**src/design/mcsmp_pkg.sv**
```systemverilog
`default_nettype none

package mcsmp_pkg;

  // ----------------------------------------------------------------
  // bus shape
  // ----------------------------------------------------------------
  localparam int ADDR_W = 5;
  localparam int DATA_W = 8;

  typedef logic [ADDR_W-1:0] mcsmp_addr_t;
  typedef logic [DATA_W-1:0] mcsmp_data_t;

  typedef struct packed {
    logic        wr;
    logic        rd;
    mcsmp_addr_t addr;
    mcsmp_data_t wdata;
  } mcsmp_bus_t;

  // ----------------------------------------------------------------
  // register map (byte addresses)
  // ----------------------------------------------------------------
  localparam mcsmp_addr_t CLK_MODE_A_ADDR  = 5'h00;
  localparam mcsmp_addr_t CLK_MODE_B_ADDR  = 5'h01;
  localparam mcsmp_addr_t CLK_MODE_C_ADDR  = 5'h02;
  localparam mcsmp_addr_t PLL_CTRL_ADDR    = 5'h03;
  localparam mcsmp_addr_t PERIPH_CLK_ADDR  = 5'h04;
  localparam mcsmp_addr_t CAN_CLK_ADDR     = 5'h05;
  localparam mcsmp_addr_t PROC_MODE_A_ADDR = 5'h06;
  localparam mcsmp_addr_t PROC_MODE_B_ADDR = 5'h07;
  localparam mcsmp_addr_t PROC_MODE_C_ADDR = 5'h08;
  localparam mcsmp_addr_t TIMER_B2_ADDR    = 5'h09;
  localparam mcsmp_addr_t INV_CTRL_A_ADDR  = 5'h0A;
  localparam mcsmp_addr_t INV_CTRL_B_ADDR  = 5'h0B;
  localparam mcsmp_addr_t PORT7_DIR_ADDR   = 5'h0C;
  localparam mcsmp_addr_t PORT9_DIR_ADDR   = 5'h0D;
  localparam mcsmp_addr_t SERIAL3_ADDR     = 5'h0E;
  localparam mcsmp_addr_t SERIAL4_ADDR     = 5'h0F;
  localparam mcsmp_addr_t SERIAL5_ADDR     = 5'h10;
  localparam mcsmp_addr_t SERIAL6_ADDR     = 5'h11;
  localparam mcsmp_addr_t PROTECT_ADDR     = 5'h12;
  localparam int          NUM_REGS         = 18;

  localparam mcsmp_data_t REG_RESET        = 8'h00;
  localparam logic [2:0]  PROTECT_RESET    = 3'h0;

  // ----------------------------------------------------------------
  // field positions
  // ----------------------------------------------------------------
  localparam int WAIT_PERIPH_STOP_BIT = 2;
  localparam int MAIN_CLK_STOP_BIT    = 5;
  localparam int SUB_CLK_SELECT_BIT   = 7;
  localparam int OSC_DET_ENABLE_BIT   = 0;
  localparam int OSC_SRC_SELECT_BIT   = 1;
  localparam int DETECTED_FLAG_BIT    = 2;
  localparam int MAIN_STOPPED_BIT     = 3;
  localparam int DET_ACTION_BIT       = 7;
  localparam int PLL_SELECT_BIT       = 7;
  localparam int CLOCK_PROTECT_BIT    = 0;
  localparam int MODE_PROTECT_BIT     = 1;
  localparam int PORT_PROTECT_BIT     = 2;
  localparam mcsmp_data_t CLK_MODE_C_SW_MASK = 8'h83;

  // ----------------------------------------------------------------
  // timing
  // ----------------------------------------------------------------
  localparam int CLK_PERIOD_NS    = 10;
  localparam int STOP_TIMEOUT_NS  = 1000;
  localparam int STOP_TIMEOUT_CYC = (STOP_TIMEOUT_NS + CLK_PERIOD_NS - 1) / CLK_PERIOD_NS;

  typedef enum logic [1:0] {CPU_MAIN, CPU_PLL, CPU_SUB, CPU_ONCHIP} mcsmp_cpu_src_t;

  // protect bit that must be 1 for a write to land, none for open registers
  function automatic logic [2:0] guardOf(input mcsmp_addr_t addr);
    guardOf = 3'h0;
    if (addr <= CAN_CLK_ADDR) guardOf = 3'h1;
    else if (addr <= INV_CTRL_B_ADDR) guardOf = 3'h2;
    else if (addr <= SERIAL6_ADDR) guardOf = 3'h4;
  endfunction

endpackage

`default_nettype wire

```
**src/design/mcsmp_osc_detect.sv**
```systemverilog
`default_nettype none

module mcsmp_osc_detect #(
  parameter int TIMEOUT = mcsmp_pkg::STOP_TIMEOUT_CYC
) (
  input  wire logic mclk,
  input  wire logic sys_rst,
  input  wire logic oscActivity,
  output var  logic stopEvt_q,
  output var  logic restartEvt_q
);
  import mcsmp_pkg::*;

  localparam int CW = $clog2(TIMEOUT + 1);
  localparam logic [CW-1:0] LIMIT = CW'(TIMEOUT);

  logic          prevAct_q, prevAct_d;
  logic [CW-1:0] idleCnt_q, idleCnt_d;
  logic          stopped_q, stopped_d;
  logic          stopEvt_d, restartEvt_d;
  logic          toggled;

  // ----------------------------------------------------------------
  // idle timer: no toggle for TIMEOUT cycles means the oscillator stopped
  // ----------------------------------------------------------------
  always_comb begin
    toggled   = oscActivity ^ prevAct_q;
    prevAct_d = oscActivity;
    idleCnt_d = idleCnt_q;
    if (toggled) begin
      idleCnt_d = '0;
    end else if (idleCnt_q != LIMIT) begin
      idleCnt_d = idleCnt_q + CW'(1);
    end
    stopped_d    = toggled ? 1'b0 : ((idleCnt_d == LIMIT) ? 1'b1 : stopped_q);
    stopEvt_d    = stopped_d & ~stopped_q;
    restartEvt_d = ~stopped_d & stopped_q;
  end

  always_ff @(posedge mclk or posedge sys_rst) begin
    if (sys_rst) begin
      prevAct_q    <= 1'b0;
      idleCnt_q    <= '0;
      stopped_q    <= 1'b0;
      stopEvt_q    <= 1'b0;
      restartEvt_q <= 1'b0;
    end else begin
      prevAct_q    <= prevAct_d;
      idleCnt_q    <= idleCnt_d;
      stopped_q    <= stopped_d;
      stopEvt_q    <= stopEvt_d;
      restartEvt_q <= restartEvt_d;
    end
  end

endmodule // mcsmp_osc_detect

`default_nettype wire

```
**src/design/mcsmp_protect.sv**
```systemverilog
`default_nettype none

module mcsmp_protect (
  input  wire logic                   mclk,
  input  wire logic                   sys_rst,
  input  wire mcsmp_pkg::mcsmp_bus_t  bus,
  output var  logic [2:0]             prot_q
);
  import mcsmp_pkg::*;

  logic [2:0] prot_d;

  // ----------------------------------------------------------------
  // write protect control
  // ----------------------------------------------------------------
  always_comb begin
    prot_d = prot_q;
    if (bus.wr && bus.addr == PROTECT_ADDR) begin
      prot_d = bus.wdata[2:0];
    end else if (bus.wr) begin
      prot_d[PORT_PROTECT_BIT] = 1'b0;
    end
  end

  always_ff @(posedge mclk or posedge sys_rst) begin
    if (sys_rst) begin
      prot_q <= PROTECT_RESET;
    end else begin
      prot_q <= prot_d;
    end
  end

  port_serial_protect_bit_auto_a: assert property (@(posedge mclk) disable iff (sys_rst)
    bus.wr && bus.addr != PROTECT_ADDR |=> !prot_q[PORT_PROTECT_BIT])
    else $error("port protect bit survived a write");

  prc01_sticky_a: assert property (@(posedge mclk) disable iff (sys_rst)
    !(bus.wr && bus.addr == PROTECT_ADDR) |=> prot_q[1:0] == $past(prot_q[1:0]))
    else $error("clock or mode protect bit changed without a write");

endmodule // mcsmp_protect

`default_nettype wire

```
**src/design/mcsmp_clock_monitor.sv**
```systemverilog
// Contract
// - detect action select: 0 requests a device reset, 1 requests the detection interrupt.
// - no detection action of any kind while detection enable is 0.
// - main-source halt in interrupt mode: interrupt, start on-chip oscillator, switch CPU and peripherals.
// - that halt sets source select, detected flag and stopped status to 1.
// - PLL-source halt: interrupt, detected and stopped set, source select left for software.
// - restart: interrupt, detected flag 1, stopped status 0, source select unchanged.
// - detection interrupt shares the watchdog request line; software reads detected flag.
// - detected flag set with the request; while 1 further requests blocked; write 0 re-enables.
// - halt in low speed mode: CPU stays on sub clock, peripherals move to on-chip.
// - clock protect bit guards the clock mode, PLL and prescaler registers.
// - mode protect bit guards processor mode, timer B2 special and inverter registers.
// - port protect bit guards port 7/9 direction and serial 3 to 6 control.
// - port protect bit returns to 0 on the next write to any address other than the protect register.
// - clock and mode protect bits change only by explicit software write.
`default_nettype none

module mcsmp_clock_monitor #(
  parameter int STOP_TIMEOUT = mcsmp_pkg::STOP_TIMEOUT_CYC
) (
  input  wire logic                      mclk,
  input  wire logic                      sys_rst,
  input  wire mcsmp_pkg::mcsmp_bus_t     bus,
  output var  mcsmp_pkg::mcsmp_data_t    rdData_q,
  input  wire logic                      oscActivity,
  input  wire logic                      watchdogReq,
  output var  logic                      sharedNmiReq_q,
  output var  logic                      detectIrq_q,
  output var  logic                      oscResetReq_q,
  output var  mcsmp_pkg::mcsmp_cpu_src_t cpuClkSrc_q,
  output var  logic                      periphOnChip_q,
  output var  logic                      mainClkStop_q,
  output var  logic                      waitPeriphStop_q
);
  import mcsmp_pkg::*;

  mcsmp_data_t    regs_q [NUM_REGS];
  mcsmp_data_t    regs_d [NUM_REGS];
  logic [2:0]     prot_q;
  logic           stopEvt, restartEvt;
  logic           lowFallback_q, lowFallback_d;
  logic           detectIrq_d, oscResetReq_d, sharedNmiReq_d;
  mcsmp_data_t    rdData_d;
  mcsmp_cpu_src_t cpuClkSrc_d;
  logic           periphOnChip_d;
  logic           wrAllowed;
  logic           detEnable, actionIrq, flagSet, lowSpeed, pllSel, srcSel;
  logic           accepted, stopTaken, restartTaken;

  // ----------------------------------------------------------------
  // helpers
  // ----------------------------------------------------------------
  mcsmp_osc_detect #(
    .TIMEOUT (STOP_TIMEOUT)
  ) u_detect (
    .mclk         (mclk),
    .sys_rst      (sys_rst),
    .oscActivity  (oscActivity),
    .stopEvt_q    (stopEvt),
    .restartEvt_q (restartEvt)
  );

  mcsmp_protect u_protect (
    .mclk    (mclk),
    .sys_rst (sys_rst),
    .bus     (bus),
    .prot_q  (prot_q)
  );

  // ----------------------------------------------------------------
  // decode of current settings
  // ----------------------------------------------------------------
  always_comb begin
    detEnable = regs_q[CLK_MODE_C_ADDR][OSC_DET_ENABLE_BIT];
    actionIrq = regs_q[CLK_MODE_C_ADDR][DET_ACTION_BIT];
    flagSet   = regs_q[CLK_MODE_C_ADDR][DETECTED_FLAG_BIT];
    srcSel    = regs_q[CLK_MODE_C_ADDR][OSC_SRC_SELECT_BIT];
    lowSpeed  = regs_q[CLK_MODE_A_ADDR][SUB_CLK_SELECT_BIT];
    pllSel    = regs_q[PLL_CTRL_ADDR][PLL_SELECT_BIT];
    wrAllowed = bus.wr && bus.addr < PROTECT_ADDR &&
                (guardOf(bus.addr) == 3'h0 || (guardOf(bus.addr) & prot_q) != 3'h0);
    accepted     = detEnable && (stopEvt || restartEvt);
    stopTaken    = accepted && actionIrq && stopEvt;
    restartTaken = accepted && actionIrq && restartEvt;
  end

  // ----------------------------------------------------------------
  // register file and detection state
  // ----------------------------------------------------------------
  always_comb begin
    regs_d        = regs_q;
    lowFallback_d = lowFallback_q;
    if (wrAllowed) begin
      if (bus.addr == CLK_MODE_C_ADDR) begin
        regs_d[CLK_MODE_C_ADDR] = (bus.wdata & CLK_MODE_C_SW_MASK) |
                                  (regs_q[CLK_MODE_C_ADDR] & ~CLK_MODE_C_SW_MASK);
        regs_d[CLK_MODE_C_ADDR][DETECTED_FLAG_BIT] = flagSet & bus.wdata[DETECTED_FLAG_BIT];
        lowFallback_d = 1'b0;
      end else begin
        regs_d[bus.addr] = bus.wdata;
      end
    end
    // hardware updates win over a software write in the same cycle
    if (stopTaken) begin
      regs_d[CLK_MODE_C_ADDR][DETECTED_FLAG_BIT] = 1'b1;
      regs_d[CLK_MODE_C_ADDR][MAIN_STOPPED_BIT]  = 1'b1;
      if (lowSpeed) begin
        lowFallback_d = 1'b1;
      end else if (!pllSel) begin
        regs_d[CLK_MODE_C_ADDR][OSC_SRC_SELECT_BIT] = 1'b1;
      end
    end
    if (restartTaken) begin
      regs_d[CLK_MODE_C_ADDR][DETECTED_FLAG_BIT] = 1'b1;
      regs_d[CLK_MODE_C_ADDR][MAIN_STOPPED_BIT]  = 1'b0;
    end
  end

  always_ff @(posedge mclk or posedge sys_rst) begin
    if (sys_rst) begin
      for (int i = 0; i < NUM_REGS; i++) begin
        regs_q[i] <= REG_RESET;
      end
      lowFallback_q <= 1'b0;
    end else begin
      regs_q        <= regs_d;
      lowFallback_q <= lowFallback_d;
    end
  end

  // ----------------------------------------------------------------
  // requests, clock routing and read data
  // ----------------------------------------------------------------
  always_comb begin
    detectIrq_d    = (stopTaken || restartTaken) && !flagSet;
    oscResetReq_d  = accepted && !actionIrq;
    sharedNmiReq_d = detectIrq_d || watchdogReq;
    if (regs_d[CLK_MODE_A_ADDR][SUB_CLK_SELECT_BIT]) begin
      cpuClkSrc_d = CPU_SUB;
    end else if (regs_d[CLK_MODE_C_ADDR][OSC_SRC_SELECT_BIT]) begin
      cpuClkSrc_d = CPU_ONCHIP;
    end else if (regs_d[PLL_CTRL_ADDR][PLL_SELECT_BIT]) begin
      cpuClkSrc_d = CPU_PLL;
    end else begin
      cpuClkSrc_d = CPU_MAIN;
    end
    periphOnChip_d = regs_d[CLK_MODE_C_ADDR][OSC_SRC_SELECT_BIT] || lowFallback_d;
    rdData_d = 8'h00;
    if (bus.rd) begin
      if (bus.addr == PROTECT_ADDR) begin
        rdData_d = {5'h00, prot_q};
      end else if (bus.addr < PROTECT_ADDR) begin
        rdData_d = regs_q[bus.addr];
      end
    end
  end

  always_ff @(posedge mclk or posedge sys_rst) begin
    if (sys_rst) begin
      rdData_q         <= 8'h00;
      detectIrq_q      <= 1'b0;
      oscResetReq_q    <= 1'b0;
      sharedNmiReq_q   <= 1'b0;
      cpuClkSrc_q      <= CPU_MAIN;
      periphOnChip_q   <= 1'b0;
      mainClkStop_q    <= 1'b0;
      waitPeriphStop_q <= 1'b0;
    end else begin
      rdData_q         <= rdData_d;
      detectIrq_q      <= detectIrq_d;
      oscResetReq_q    <= oscResetReq_d;
      sharedNmiReq_q   <= sharedNmiReq_d;
      cpuClkSrc_q      <= cpuClkSrc_d;
      periphOnChip_q   <= periphOnChip_d;
      mainClkStop_q    <= regs_d[CLK_MODE_A_ADDR][MAIN_CLK_STOP_BIT];
      waitPeriphStop_q <= regs_d[CLK_MODE_A_ADDR][WAIT_PERIPH_STOP_BIT];
    end
  end

  // ----------------------------------------------------------------
  // checks
  // ----------------------------------------------------------------
  reset_mode_a: assert property (@(posedge mclk) disable iff (sys_rst)
    oscResetReq_q |-> $past(!actionIrq) && !detectIrq_q)
    else $error("reset request raised in interrupt mode");

  enable_gates_a: assert property (@(posedge mclk) disable iff (sys_rst)
    (detectIrq_q || oscResetReq_q) |-> $past(detEnable))
    else $error("detection acted while disabled");

  main_stop_switch_a: assert property (@(posedge mclk) disable iff (sys_rst)
    stopTaken && !lowSpeed && !pllSel && !flagSet |=> detectIrq_q && cpuClkSrc_q == CPU_ONCHIP && periphOnChip_q)
    else $error("main clock halt did not fall back to on-chip oscillator");

  stop_flags_a: assert property (@(posedge mclk) disable iff (sys_rst)
    stopTaken && !lowSpeed && !pllSel |=>
      regs_q[CLK_MODE_C_ADDR][OSC_SRC_SELECT_BIT] && regs_q[CLK_MODE_C_ADDR][DETECTED_FLAG_BIT]
      && regs_q[CLK_MODE_C_ADDR][MAIN_STOPPED_BIT])
    else $error("halt flags not set");

  pll_keeps_sel_a: assert property (@(posedge mclk) disable iff (sys_rst)
    stopTaken && pllSel && !lowSpeed && !(bus.wr && bus.addr == CLK_MODE_C_ADDR) |=>
      regs_q[CLK_MODE_C_ADDR][OSC_SRC_SELECT_BIT] == $past(srcSel)
      && regs_q[CLK_MODE_C_ADDR][MAIN_STOPPED_BIT])
    else $error("source select moved on a pll-source halt");

  restart_status_a: assert property (@(posedge mclk) disable iff (sys_rst)
    restartTaken && !(bus.wr && bus.addr == CLK_MODE_C_ADDR) |=>
      !regs_q[CLK_MODE_C_ADDR][MAIN_STOPPED_BIT] && regs_q[CLK_MODE_C_ADDR][DETECTED_FLAG_BIT]
      && regs_q[CLK_MODE_C_ADDR][OSC_SRC_SELECT_BIT] == $past(srcSel))
    else $error("restart status wrong");

  shared_line_a: assert property (@(posedge mclk) disable iff (sys_rst)
    detectIrq_q |-> sharedNmiReq_q)
    else $error("detection request missing on shared line");

  flag_blocks_a: assert property (@(posedge mclk) disable iff (sys_rst)
    detectIrq_q |-> $past(!flagSet) ##1 !detectIrq_q)
    else $error("detection request while flag set");

  low_speed_a: assert property (@(posedge mclk) disable iff (sys_rst)
    stopTaken && lowSpeed && !bus.wr |=> cpuClkSrc_q == CPU_SUB && periphOnChip_q)
    else $error("low speed halt routed clocks wrongly");

  guard_ignore_a: assert property (@(posedge mclk) disable iff (sys_rst)
    bus.wr && bus.addr == PORT7_DIR_ADDR && !prot_q[PORT_PROTECT_BIT] |=>
      regs_q[PORT7_DIR_ADDR] == $past(regs_q[PORT7_DIR_ADDR]))
    else $error("guarded register written while protected");

  // ----------------------------------------------------------------
  // checks: register guards and request routing
  // ----------------------------------------------------------------
  clk_guard_a: assert property (@(posedge mclk) disable iff (sys_rst)
    bus.wr && bus.addr == PLL_CTRL_ADDR && !prot_q[CLOCK_PROTECT_BIT] |=>
      regs_q[PLL_CTRL_ADDR] == $past(regs_q[PLL_CTRL_ADDR]))
    else $error("clock register written while protected");

  clk_write_a: assert property (@(posedge mclk) disable iff (sys_rst)
    bus.wr && bus.addr == PERIPH_CLK_ADDR && prot_q[CLOCK_PROTECT_BIT] |=>
      regs_q[PERIPH_CLK_ADDR] == $past(bus.wdata))
    else $error("enabled clock register write lost");

  mode_guard_a: assert property (@(posedge mclk) disable iff (sys_rst)
    bus.wr && bus.addr == PROC_MODE_A_ADDR && !prot_q[MODE_PROTECT_BIT] |=>
      regs_q[PROC_MODE_A_ADDR] == $past(regs_q[PROC_MODE_A_ADDR]))
    else $error("mode register written while protected");

  mode_write_a: assert property (@(posedge mclk) disable iff (sys_rst)
    bus.wr && bus.addr == TIMER_B2_ADDR && prot_q[MODE_PROTECT_BIT] |=>
      regs_q[TIMER_B2_ADDR] == $past(bus.wdata))
    else $error("enabled mode register write lost");

  serial_guard_a: assert property (@(posedge mclk) disable iff (sys_rst)
    bus.wr && bus.addr == SERIAL6_ADDR && !prot_q[PORT_PROTECT_BIT] |=>
      regs_q[SERIAL6_ADDR] == $past(regs_q[SERIAL6_ADDR]))
    else $error("serial register written while protected");

  port_write_a: assert property (@(posedge mclk) disable iff (sys_rst)
    bus.wr && bus.addr == PORT9_DIR_ADDR && prot_q[PORT_PROTECT_BIT] |=>
      regs_q[PORT9_DIR_ADDR] == $past(bus.wdata))
    else $error("enabled port register write lost");

  stopped_frozen_a: assert property (@(posedge mclk) disable iff (sys_rst)
    !detEnable |=> $stable(regs_q[CLK_MODE_C_ADDR][MAIN_STOPPED_BIT]))
    else $error("stopped status moved while detection disabled");

  irq_no_reset_a: assert property (@(posedge mclk) disable iff (sys_rst)
    accepted && actionIrq |=> !oscResetReq_q)
    else $error("reset request raised in interrupt mode");

  reset_req_a: assert property (@(posedge mclk) disable iff (sys_rst)
    accepted && !actionIrq |=> oscResetReq_q && !detectIrq_q)
    else $error("reset mode event gave no reset request");

  flag_with_req_a: assert property (@(posedge mclk) disable iff (sys_rst)
    detectIrq_q |-> regs_q[CLK_MODE_C_ADDR][DETECTED_FLAG_BIT])
    else $error("detected flag not set with the request");

  restart_irq_a: assert property (@(posedge mclk) disable iff (sys_rst)
    restartTaken && !flagSet |=> detectIrq_q)
    else $error("restart raised no request");

  pll_irq_a: assert property (@(posedge mclk) disable iff (sys_rst)
    stopTaken && pllSel && !lowSpeed && !srcSel && !flagSet && !bus.wr |=>
      detectIrq_q && cpuClkSrc_q == CPU_PLL)
    else $error("pll-source halt routed wrongly");

  watchdog_share_a: assert property (@(posedge mclk) disable iff (sys_rst)
    watchdogReq |=> sharedNmiReq_q)
    else $error("watchdog request missing on shared line");

  stop_irq_c: cover property (@(posedge mclk) disable iff (sys_rst) stopTaken && !flagSet);
  restart_irq_c: cover property (@(posedge mclk) disable iff (sys_rst) restartTaken && !flagSet);
  reset_req_c: cover property (@(posedge mclk) disable iff (sys_rst) oscResetReq_q);
  low_speed_c: cover property (@(posedge mclk) disable iff (sys_rst) stopTaken && lowSpeed);
  pll_halt_c: cover property (@(posedge mclk) disable iff (sys_rst) stopTaken && pllSel);

endmodule // mcsmp_clock_monitor

`default_nettype wire

```
**config.mk**
```make
export PLATFORM = sky130hd
export DESIGN_NAME = mcsmp_clock_monitor
export DESIGN_NICKNAME = d
export VERILOG_FILES = /design/src/design/mcsmp_pkg.sv /design/src/design/mcsmp_osc_detect.sv /design/src/design/mcsmp_protect.sv /design/src/design/mcsmp_clock_monitor.sv
export SDC_FILE = /design/constraint.sdc
export NUM_CORES = 1
export LEC_CHECK = 0
export BUFFER_PORTS_ARGS = -buffer_cell sky130_fd_sc_hd__buf_2
export CAP_MARGIN = 10
export CORE_MARGIN = 5
export CORE_UTILIZATION = 55
export DETAILED_ROUTE_END_ITERATION = 16
export GPL_TIMING_DRIVEN = 0
export HOLD_SLACK_MARGIN = 0.12
export PLACE_DENSITY = 0.72
export SETUP_SLACK_MARGIN = 0.02
export SYNTH_ARGS = -nofsm -noshare
export SYNTH_HDL_FRONTEND = slang
export SYNTH_HIERARCHICAL = 1
export SYNTH_SLANG_ARGS = --single-unit
```
**constraint.sdc**
```tcl
create_clock -name mclk -period 6.2 [get_ports mclk]
set_input_delay 0.62 -clock mclk [delete_from_list [all_inputs] [get_ports mclk]]
set_output_delay 0.62 -clock mclk [all_outputs]
set_load 0.1 [all_outputs]
```
==> flow_summary.yaml <==
synthesis:
  yosysMostFrequentCell: "dfrtp_1"
  synthFlopType: "dfrtp_1"
  syn_area_um2: 8190
  synth_common_cells: "173 x dfrtp_1, 137 x mux2_2, 30 x mux4_2, 28 x nand2_1, 27 x mux2i_1"
  synth_cell_types: 61
  ys_seq_elements: 173
  synthCells: 575
  synth_edf_count: 0
  synth-warning-count: 6
  synthTopCellsByArea: "dfrtp_1 53%, mux2_2 19%, mux4_2 8.2%"
  synth_area_per_cell_um2: 14.2
  yosys.area.top_type: "dfrtp_1"
  synth_top_area_share: 0.528
  seq_area_frac_synth: 0.528
  postSynthNetCount: 596
  postSynth.asyncResetShare: 1.00
routing:
  firstDrtPassIters: 4
  vias_per_cell: 5.99
  first_iter_violations: 213
  wl_per_cell_um: 21.9
  via_count: 4941
  wirelength_um: 18100
  drc: 0
  ant_nets: 0
layout:
  fin_nets: 650
  multi_input_area_um2: 3650
  seqCellArea_um2: 4330
  syn_to_final_growth_pct: 12.0
  num-fill-cells: 1113
  drive_gt1_frac: 0.432
  fin_area_um2: 9180
  diodes: 0
sta:
  rsz0062_at_grt: "false"
  worst_slew_pin_slew_ns: 0.940
  hold_violations: 0
  fmax_mhz: 413
  finClkSkew_ns: 0.00775
  hold-worst-slack_ns: 0.318
  slew-limit-headroom: 0.372
  drv_slew: 0
  setup_viol: 0
  fin_crit_sh: 0.391
  fin_crit_ns: 2.42
critical_path:
  worst-path-buf-inv: 2
  crit_chain: "buf_2 -> clkbuf_1 -> nor3_1 -> nand2_1 -> a21oi_2 -> mux2_2 -> a21oi_1"
  cp.required_ns: 6.55
  cpPeakStageDelay_ns: 0.57
  crit_family: "compound AO/OA/AOI/OAI gates"
  cpMaxStageDelayCell: "a21oi_2"
  r2r_start: "u_protect/prot_q[1]"
  path_depth: 7
  worstPathArrival_ns: 2.78
  critPathLaunchType: "input pin"
  rr_worst_depth: 5
  cp-end-kind: "flop"
  cp-startpoint: "bus[12]"
  path_class: "in2reg"
  crit_path_max_fanout: 10
floorplan:
  die_h_um: 132
  design.portCount: 35
  die_x_um: 132
  fp-row-count: 44
  start_util: 0.562
  coreArea_um2: 14600
  die-area_um2: 17400
min_path:
  min_path_cells: 1
  hp-start: "oscActivity"
  hold_class: "in2reg"
clock_network:
  clock_sinks: 173
  worstSkewPairLatency_ns: 0.43
  hold_buffers: 1
  path_clk_slew_ns: 0.06
  cts.root.buffer_cell: "clkbuf_16"
  htree_levels: 4
  numCtsBuffers: 17
  clock_path_buffers: 2
  postCtsSetupRepairBufs: 0
  cts_resized: 0
  tritoncts: "yes"
placement:
  dpl_cell_area_um2: 8620
  gp_congestion: 0.853
  dpl.hpwl_um: 12500
  io_buffers: 33
global_routing:
  antenna_found_initial: 0
  grt_max_degree: 95
  grt_pass1_vias: 5402
  grt_overflow: 0
  grt_pass1_wl_um: 29800
  grt_use_total: 0.218
outcome:
  status: "finished, final reports clean"
power_and_ir_drop:
  total_power_mw: 2.41
  p_leak_nw: 4.34
  powerDensity_nw_per_um2: 263
  irDropWorstVdd_mv: 0.188
run:
  cap_viol_max_count: 0
[layout make-up]
type	instances	share of cell area
buffer	31	0.0172
sequential	173	0.472
clock inverter	6	0.00668
timing repair buffer	35	0.0221
inverter	14	0.00627
multi-input combinational	357	0.398
tap	184	0.0251
clock buffer	25	0.0529
[metal layers]
metal	vias to the layer above	wire length, um	GRT usage
met2	78	8940	0.353
met5	-	0	0
li1	2223	-	-
met1	2616	8380	0.302
met3	24	519	0.0424
met4	0	239	0.0600
[kinds of logic after synthesis]
| kind of cell | after synthesis | synth area share |
|---|---|---|
| multiplexers | 199 | 0.312 |
| flip-flops | 173 | 0.528 |
| AND/OR/NAND/NOR | 102 | 0.0761 |
| AO/OA/AOI/OAI | 49 | 0.0499 |
| buffers and inverters | 45 | 0.0257 |
| XOR/XNOR | 5 | 0.00535 |
| adder cells (fa/ha/maj) | 2 | 0.00305 |
[layout by cell type, fill, tap and decap left out, types with 3 or more instances in the layout]
| cell type | count |
|---|---|
| dfrtp_1 | 173 |
| mux2_2 | 137 |
| buf_2 | 42 |
| mux4_2 | 30 |
| nand2_1 | 28 |
| mux2i_1 | 27 |
| clkbuf_1 | 21 |
| clkbuf_16 | 17 |
| nor2_1 | 16 |
| inv_1 | 13 |
| o21ai_0 | 9 |
| nor2_4 | 7 |
| nand3_1 | 7 |
| o22ai_1 | 7 |
| nor2b_1 | 6 |
| nor2_2 | 6 |
| nor3_1 | 5 |
| a21oi_1 | 5 |
| o221ai_1 | 4 |
| nand2b_1 | 4 |
| a32o_1 | 3 |
| buf_6 | 3 |
| nor3b_1 | 3 |
| nor3_4 | 3 |
| mux2_1 | 3 |
| clkbuf_8 | 3 |
| clkinv_2 | 3 |
| xor2_1 | 3 |
[report_power, final]
part / internal (mW) / leakage, nW / switching, mW
registers: 1.17 / 2.38 / 0.0244
logic: 0.0807 / 1.69 / 0.141
clock network: 0.581 / 0.267 / 0.419
total: 1.83 / 4.34 / 0.584
[path summary, 6_finish.rpt]
path,to,slack [ns]
max,cpuClkSrc_q[0],3.78
min,u_detect/prevAct_q,0.32
max reg2reg,regs_q[74],4.02
min reg2reg,regs_q[126],0.46
max in group asynchronous,regs_q[8],4.51
min in group asynchronous,u_protect/prot_q[2],0.66
[sequential cells by signal, summed over array words and instances, names as in the netlist, 2 cells and up]
signal,count
rdData_q,8
regs_q,139
u_detect/idleCnt_q,7
u_protect/prot_q,3
cpuClkSrc_q,2
[worst reg2reg max path, cell delays in order (launching register included)]
cell and delay (ns):
dfrtp_1 0.38, nor2b_1 0.18, o21a_1 0.31, o211ai_2 0.23, nor2_2 0.55, mux2_2 0.41
[per-stage QoR]
step / utilization / TNS [ns] / cells / setup WS [ns]
6_report: 0.629 / 0 / 825 / 3.78
5_1_grt: 0.629 / 0 / 825 / 3.64
4_1_cts: 0.629 / 0 / 825 / 3.81
3_5_place_dp: 0.591 / 0 / 793 / 3.37
3_3_place_gp: 0.589 / -33.38 / 792 / -0.216
2_1_floorplan: - / 0 / 575 / 1.29
Power figures use the tool's default switching activity.
